==> src/btcs_defs.vh <==
// btcs_defs.vh: register map, field positions and reset values for the
// buffer transfer timing and cascaded capture pin select block.
// assumes: included by bare name from the design files of this block.
`ifndef BTCS_DEFS_VH
`define BTCS_DEFS_VH

// ----------------------------------------------------------------------
// register offsets on the plain register port
// ----------------------------------------------------------------------
`define BTCS_ADDR_W 3
`define BTCS_OFF_TIMING_CH0 3'h0
`define BTCS_OFF_TIMING_CH3 3'h1
`define BTCS_OFF_TIMING_CH4 3'h2
`define BTCS_OFF_CASCADE_SEL 3'h3

// ----------------------------------------------------------------------
// field positions
// ----------------------------------------------------------------------
`define BTCS_BIT_PAIR_E 2
`define BTCS_BIT_PAIR_B 1
`define BTCS_BIT_PAIR_A 0
`define BTCS_BIT_CH2B_TO_CH1 3
`define BTCS_BIT_CH2A_TO_CH1 2
`define BTCS_BIT_CH1B_TO_CH2 1
`define BTCS_BIT_CH1A_TO_CH2 0

// ----------------------------------------------------------------------
// writable masks and reset values
// ----------------------------------------------------------------------
`define BTCS_MASK_TIMING_CH0 8'h07
`define BTCS_MASK_TIMING_CH34 8'h03
`define BTCS_MASK_CASCADE 8'h0f
`define BTCS_RST_TIMING 8'h00
`define BTCS_RST_CASCADE 8'h00
`define BTCS_READ_UNMAPPED 8'h00

`endif

==> src/btcs_pair_transfer.v <==
// btcs_pair_transfer.v: transfer strobe for one general/buffer pair.
// assumes: compare match and counter clear are one-cycle pulses from the
// channel's compare and counter logic, synchronous to the clock.
`default_nettype none

module btcs_pair_transfer
(
   input wire buffer_mode,
   input wire on_clear,
   input wire compare_match,
   input wire counter_clear,
   output wire transfer
);

   // 0 selects compare match, 1 selects counter clear
   assign transfer = buffer_mode & (on_clear ? counter_clear : compare_match);

endmodule // btcs_pair_transfer

`default_nettype wire

==> src/btcs_transfer_capture.v <==
// btcs_transfer_capture.v: buffer transfer timing registers for channels
// 0, 3 and 4 and the cascaded capture pin select of channel 1.
// assumes: one clock, register port strobes one cycle long, capture pin
// edge pulses already qualified by the edge selection logic outside.
//
// Local design decisions: the register offsets and the plain strobed port.
`include "btcs_defs.vh"
`default_nettype none

// Function
// - reserved upper bits read zero
// - separate timing register for channels 0,3,4
// - bit2: E pair on match or clear
// - bit2 reserved in channels 3 and 4
// - bit1: B pair on match or clear
// - bit0: A pair on match or clear
// - cascade select only in channel 1
// - bit3 adds ch2 pin B to ch1 B
// - bit2 adds ch2 pin A to ch1 A
// - bit1 adds ch1 pin B to ch2 B
// - bit0 adds ch1 pin A to ch2 A
module btcs_transfer_capture
(
   input wire REF_CLK,
   input wire RST,
   input wire [`BTCS_ADDR_W-1:0] ADDR,
   input wire [7:0] WDATA,
   input wire WR,
   input wire RD,
   output wire [7:0] RDATA,
   input wire [2:0] BUF_MODE_AB,
   input wire BUF_MODE_E,
   input wire [2:0] CMP_MATCH_A,
   input wire [2:0] CMP_MATCH_B,
   input wire CMP_MATCH_E,
   input wire [2:0] CNT_CLEAR,
   output wire [2:0] XFER_A,
   output wire [2:0] XFER_B,
   output wire XFER_E,
   input wire CH1_PIN_A_EDGE,
   input wire CH1_PIN_B_EDGE,
   input wire CH2_PIN_A_EDGE,
   input wire CH2_PIN_B_EDGE,
   input wire CASCADE_ON,
   output wire CH1_A_CAPTURE,
   output wire CH1_B_CAPTURE,
   output wire CH2_A_CAPTURE,
   output wire CH2_B_CAPTURE
);

   // ----------------------------------------------------------------------
   // register storage
   // ----------------------------------------------------------------------
   reg [7:0] timing_q [0:2];
   reg [7:0] cascade_q;
   reg [7:0] rdata_q;
   reg [7:0] rdata_d;
   integer i;

   function [7:0] timing_mask;
      input integer ch;
      begin
         timing_mask = (ch == 0) ? `BTCS_MASK_TIMING_CH0 : `BTCS_MASK_TIMING_CH34;
      end
   endfunction

   function is_timing;
      input [`BTCS_ADDR_W-1:0] a;
      input integer ch;
      begin
         is_timing = (a == (`BTCS_OFF_TIMING_CH0 + ch[`BTCS_ADDR_W-1:0]));
      end
   endfunction

   // ----------------------------------------------------------------------
   // register writes
   // ----------------------------------------------------------------------
   always @(posedge REF_CLK or posedge RST)
   begin
      if (RST)
      begin
         for (i = 0; i < 3; i = i + 1)
         begin
            timing_q[i] <= `BTCS_RST_TIMING;
         end
         cascade_q <= `BTCS_RST_CASCADE;
      end
      else if (WR)
      begin
         for (i = 0; i < 3; i = i + 1)
         begin
            if (is_timing(ADDR, i))
            begin
               timing_q[i] <= WDATA & timing_mask(i);
            end
         end
         if (ADDR == `BTCS_OFF_CASCADE_SEL)
         begin
            cascade_q <= WDATA & `BTCS_MASK_CASCADE;
         end
      end
   end

   // ----------------------------------------------------------------------
   // register reads, data in the cycle after the strobe
   // ----------------------------------------------------------------------
   always @*
   begin
      rdata_d = `BTCS_READ_UNMAPPED;
      if (RD)
      begin
         case (ADDR)
            `BTCS_OFF_TIMING_CH0: rdata_d = timing_q[0];
            `BTCS_OFF_TIMING_CH3: rdata_d = timing_q[1];
            `BTCS_OFF_TIMING_CH4: rdata_d = timing_q[2];
            `BTCS_OFF_CASCADE_SEL: rdata_d = cascade_q;
            default: rdata_d = `BTCS_READ_UNMAPPED;
         endcase
      end
   end

   always @(posedge REF_CLK or posedge RST)
   begin
      if (RST)
      begin
         rdata_q <= 8'h00;
      end
      else
      begin
         rdata_q <= rdata_d;
      end
   end

   assign RDATA = rdata_q;

   // ----------------------------------------------------------------------
   // buffer transfer strobes; channel index 0,1,2 = channels 0,3,4
   // ----------------------------------------------------------------------
   genvar g;
   generate
      for (g = 0; g < 3; g = g + 1)
      begin : g_pair
         btcs_pair_transfer u_a
         (
            .buffer_mode(BUF_MODE_AB[g]),
            .on_clear(timing_q[g][`BTCS_BIT_PAIR_A]),
            .compare_match(CMP_MATCH_A[g]),
            .counter_clear(CNT_CLEAR[g]),
            .transfer(XFER_A[g])
         );
         btcs_pair_transfer u_b
         (
            .buffer_mode(BUF_MODE_AB[g]),
            .on_clear(timing_q[g][`BTCS_BIT_PAIR_B]),
            .compare_match(CMP_MATCH_B[g]),
            .counter_clear(CNT_CLEAR[g]),
            .transfer(XFER_B[g])
         );
      end
   endgenerate

   btcs_pair_transfer u_e
   (
      .buffer_mode(BUF_MODE_E),
      .on_clear(timing_q[0][`BTCS_BIT_PAIR_E]),
      .compare_match(CMP_MATCH_E),
      .counter_clear(CNT_CLEAR[0]),
      .transfer(XFER_E)
   );

   // ----------------------------------------------------------------------
   // cascaded capture conditions
   // ----------------------------------------------------------------------
   assign CH1_B_CAPTURE = CH1_PIN_B_EDGE |
      (CASCADE_ON & cascade_q[`BTCS_BIT_CH2B_TO_CH1] & CH2_PIN_B_EDGE);
   assign CH1_A_CAPTURE = CH1_PIN_A_EDGE |
      (CASCADE_ON & cascade_q[`BTCS_BIT_CH2A_TO_CH1] & CH2_PIN_A_EDGE);
   assign CH2_B_CAPTURE = CH2_PIN_B_EDGE |
      (CASCADE_ON & cascade_q[`BTCS_BIT_CH1B_TO_CH2] & CH1_PIN_B_EDGE);
   assign CH2_A_CAPTURE = CH2_PIN_A_EDGE |
      (CASCADE_ON & cascade_q[`BTCS_BIT_CH1A_TO_CH2] & CH1_PIN_A_EDGE);

endmodule // btcs_transfer_capture

`default_nettype wire

==> config.mk <==
export PLATFORM = sky130hd
export DESIGN_NAME = btcs_transfer_capture
export DESIGN_NICKNAME = d
export VERILOG_FILES = /design/src/btcs_pair_transfer.v /design/src/btcs_transfer_capture.v
export VERILOG_INCLUDE_DIRS = /design/src
export SDC_FILE = /design/constraint.sdc
export NUM_CORES = 1
export LEC_CHECK = 0
export BUFFER_PORTS_ARGS = -buffer_cell sky130_fd_sc_hd__buf_2
export CAP_MARGIN = 20
export CORE_ASPECT_RATIO = 0.9
export CORE_MARGIN = 2
export CORE_UTILIZATION = 45
export CTS_BUF_LIST = sky130_fd_sc_hd__clkbuf_4
export DETAILED_ROUTE_END_ITERATION = 7
export HOLD_SLACK_MARGIN = 0.05
export PLACE_DENSITY = 0.8
export SLEW_MARGIN = 5
export SYNTH_ARGS = -nofsm -noshare
export SYNTH_HDL_FRONTEND = slang
export SYNTH_SLANG_ARGS = --single-unit
==> constraint.sdc <==
create_clock -name REF_CLK -period 1.1 [get_ports REF_CLK]
set_clock_uncertainty 0.15 [all_clocks]
set_input_delay 0.11 -clock REF_CLK [delete_from_list [all_inputs] [get_ports REF_CLK]]
set_output_delay 0.11 -clock REF_CLK [all_outputs]
set_load 0.02 [all_outputs]
======== Yosys cells after proc, flatten, opt, wreduce, memory -nomap -nowiden ========
Cells that the tools add are included.
storage, ports and cells
  output and inout port bits .............. 19
  bits in registers ....................... 19
  word-level logic and storage cells ...... 41
cells by class
  equality and inequality tests ........... 3
  reduce and logical (&&, ||, !) cells .... 5
  bitwise operators ....................... 19
  multiplexer cells ....................... 9
operator list
  kind                                                  count
  one-hot mux 4 bit (4 select lines)                    1
  bitwise AND 1 bit                                     15
  AND reduction 2 bit                                   4
  2-to-1 mux 1 bit                                      7
  equality test 3 x 2 -> 1 bit (second input constant)  2
  2-to-1 mux 4 bit                                      1
  bitwise OR 1 bit                                      4
  equality test 3 x 1 -> 1 bit (second input constant)  1
  zero test 3 bit                                       1

======== Depth between registers and ports, before layout ========
  word-level depth ........................ 3
  gate-level depth with buffers ........... 3
  depth with buffers taken out ............ 2

======== Modules after synthesis ========
From an unflattened synthesis, not the netlist that was laid out.
second synthesis, totals
  cell total of the unflattened synthesis .. 66
  area total of the unflattened synthesis .. 857.1 sq um
modules (own cells, without submodules)
  module                 cells each  instances  area an instance (sq um)
  btcs_transfer_capture  52          1          743.2
  btcs_pair_transfer     2           7          16.3

======== Least setup slack after synthesis ========
OpenSTA, ideal clock, no wires.
  kind .................................... input to register
  start ................................... input port ADDR[1]
  end ..................................... register timing_q[16] in the netlist's numbering
  library setup time ...................... 0.125 ns
  data arrival time ....................... 0.877 ns
  buffers on the path ..................... 1
  required time ........................... 0.825 ns
  path slack .............................. -0.052 ns
  stages on the path ...................... 3
  cell sequence ........................... buf_6 -> nor4b_4 -> mux2_2
on the way
  cells in the longest elaborated chain, start to end .. 2
RTL lines
  what                                  line                        text
  start: declaration                    btcs_transfer_capture.v:26  input wire [`BTCS_ADDR_W-1:0] ADDR,
  zero test 3 bit                       btcs_transfer_capture.v:71  is_timing = (a == (`BTCS_OFF_TIMING_CH0 + ch[`BTCS_ADDR_W-1:0]));
  AND reduction 2 bit (no source line)  --
  end signal: indexed assignment        btcs_transfer_capture.v:84  timing_q[i] <= `BTCS_RST_TIMING;
  end signal: indexed assignment        btcs_transfer_capture.v:94  timing_q[i] <= WDATA & timing_mask(i);
  end: declaration                      btcs_transfer_capture.v:54  reg [7:0] timing_q [0:2];
No other way between the ends.
A chain may end at the register's enable or synchronous reset.

======== Worst setup path in the final report ========
  start ................................... register timing_q[16] in the netlist's numbering
  end ..................................... output port XFER_A[0]
on the way
  cells in the longest elaborated chain, start to end .. 2
RTL lines
  what               line                        text
  2-to-1 mux 1 bit   btcs_pair_transfer.v:16     assign transfer = buffer_mode & (on_clear ? counter_clear : compare_match);
  bitwise AND 1 bit  btcs_pair_transfer.v:16
  end: declaration   btcs_transfer_capture.v:37  output wire [2:0] XFER_A,
No other way between the ends.

==> impl_results.md <==
- Sequential fraction of the synthesis area: 40.8%
- Syn_area_per_cell: 12.1 µm²
- Max stage delay cell, worst path: dfrtp_1
- Hold Vio Cnt, Final: 0
- Post-synthesis compound-gate area fraction: 5.71%
- Die X: 51.7 µm
- DRC Markers: 0
- First-pass GRT wire length: 3.57 mm
- XOR/XNOR Fraction of Synth Area: 0%
- Synth area leader: dfrtp_1
- Final setup margin: -321 ps
- WP depth: 3
- Gr ovfl total: 0
- MaxCap Viol Count: 0
- Bufs on Longest Clock Path: 2
- Worst setup SP type: flop
- Vias: 788
- WHS: 33.1 ps
- Placer Congestion: 0.809
- Worst path top cell family by delay: flip-flops
- RSZ-0062 raised after global routing: yes
- TritonCTS clock tree: yes
- Reg2reg path depth: 4
- Syn Inst Count: 76
- Sink Count: 15
- Place WS: -167 ps
- Detailed Route WL: 2.30 mm
- Router iterations before antenna repair: 1
- Die Ht: 46.9 µm
- Initial DRC Count: 0
- Vias/cell: 4.86
- Root Buffer Master: clkbuf_4
- Hold-fix buffers at CTS: 7
- Worst hold path class: in -> reg
- Worst hold stages: 3
- Unique masters post-synth: 19
- P per Cell Area: 1260 nW/µm²
- Main area contributors after synthesis: dfrtp_1 (41%), mux2_2 (13%), mux2i_1 (12%)
- Most frequent cells in the layout: buf_2 (30), buf_4 (20), dfrtp_1 (15)
- Initial antenna violation count: 0
- Boundary Pins: 53
- Mux share of post-synthesis cell area: 25.4%
- FILL cells: 144
- FF+latch count, synth: 15
- Synth Area in Simple Gates: 16.6%
- Clock transition at path regs: 100 ps
- Initial Util: 48.0%
- Final setup vio count: 14
- Setup crit end kind: output port
- Setup CP Type: reg -> out
- Gr usage total: 20.9%
- Port Buffers: 44
- Slew Limit Fails: 0
- N_diodes: 0
- Leakage dissipation: 0.000697 µW
- Worst skew pair latency: 300 ps
- Die footprint: 2420 µm²
- Routed Antenna Nets: 0
- Crit path largest cell delay: 390 ps
- Fin crit share: 129%
- Vias in the first global route: 776
- Maximum VDD drop: 0.874 mV
- Fin util: 71.4%
- Failing checks: setup timing
- Share of the synthesized area in the top cell type: 40.8%
- Synth Area in Adders: 0%
- Placed wire-length estimate: 1.68 mm
- CTS Buf Count: 3
- Main combinational cell family by area after synthesis: multiplexers
- Synth warnings: 0
- CP cell instances: mux2i_1 -> nor2b_1 -> buf_2
- Proportion of layout cells with a drive suffix above 1: 58.4%
- Average routed wire per standard cell: 14.2 µm
- Fin nets: 172
- Status: complete, but fails checks
- Core Footprint: 1910 µm²
- Largest net degree at the start of global routing: 16
- Fmax: 0.704 GHz
- WP data arrival: 1160 ps
- Area growth, synth to finish: 48.6%
- # rows: 15
- Req. time, crit path: 840 ps
- Synthesized area: 920 µm²
- Commonest non-fill, non-tap cell in the layout: buf_2
- Min cycle time layout: 1420 ps
- Crit path max fanout: 2
- CP Buf/Inv Count: 1
- H-tree depth: 1
-- power breakdown --
group	internal, µW	switching [µW]
clock	139	198
sequential	649	74.4
combinational	388	267
-- worst paths after layout --
check / startpoint / to / slack, ps
max in group asynchronous: RST / RDATA[1]$_DFF_PP0_ / 440
max: timing_q[16]$_DFFE_PP0P_ / XFER_A[0] / -320
min: ADDR[1] / RDATA[2]$_DFF_PP0_ / 30
max reg2reg: timing_q[9]$_DFFE_PP0P_ / RDATA[1]$_DFF_PP0_ / -100
min reg2reg: timing_q[8]$_DFFE_PP0P_ / timing_q[8]$_DFFE_PP0P_ / 450
min in group asynchronous: RST / cascade_q[2]$_DFFE_PP0P_ / 180
-- cell families (layout without fill, tap and decap cells) --
logic type | count (synthesis) | after routing
mux | 22 | 22
simple gates | 18 | 18
flops | 15 | 15
buf+inv | 13 | 71
compound gates | 7 | 7
other cells | 1 | 4
-- flip-flops by register name, summed over array words and instances (netlist names) --
name       count
RDATA          4
cascade_q      4
timing_q       7
-- routing by layer --
layer	routed length, µm	track usage [%]	vias up
met4	22	7.89	0
met5	0	0	-
met2	1290	39.7	24
li1	-	-	384
met1	889	24.0	378
met3	92	3.82	2
-- cells in the mapped netlist --
library cell and n:
a21oi_1 1, a31o_2 4, and4bb_1 2, buf_4 10, buf_6 2, conb_1 1
dfrtp_1 15, inv_1 1, mux2_2 11, mux2i_1 11, nand2b_1 1, nand3_1 2
nand3b_1 1, nand4b_2 1, nor2_1 1, nor2b_1 7, nor4b_4 1, o22ai_1 2
or3b_1 2
-- worst register-to-register path: stages, from the launching register on --
cell	delay, ps
dfrtp_1	420
buf_4	140
buf_4	120
mux2i_1	130
o22ai_1	110
-- layout make-up --
type / count / area (µm²) / share of cell area [%]
inverters: 1 / 3.75 / 0.275
clock inverters: 1 / 7.51 / 0.549
multi-input cells: 51 / 454 / 33.2
well taps: 25 / 31.3 / 2.29
flip-flops and latches: 15 / 375 / 27.5
repair buffers: 66 / 472 / 34.5
clock buffers: 3 / 22.5 / 1.65
-- repair_timing --
item	4_1_cts	5_1_grt
buffers inserted	9	2
resized for setup	14	9
pin swaps	2	1
endpoints found under the hold margin	30	1
cloned	0	0
setup endpoints to repair	12	19
-- through the flow --
| step | setup TNS (ps) | area [µm²] | instances | total power [µW] |
|---|---|---|---|---|
| finish | -2950 | 1370 | 162 | 1720 |
| global route | -3720 | 1370 | 162 | 1820 |
| CTS | -2790 | 1330 | 161 | 1690 |
| detailed placement | -1440 | 1120 | 141 | 1200 |
| global placement | -1140 | 1120 | 141 | 1170 |
| floorplan | -155 | 931 | 79 | 1070 |
No activity file was read; power rests on OpenSTA's default activity.
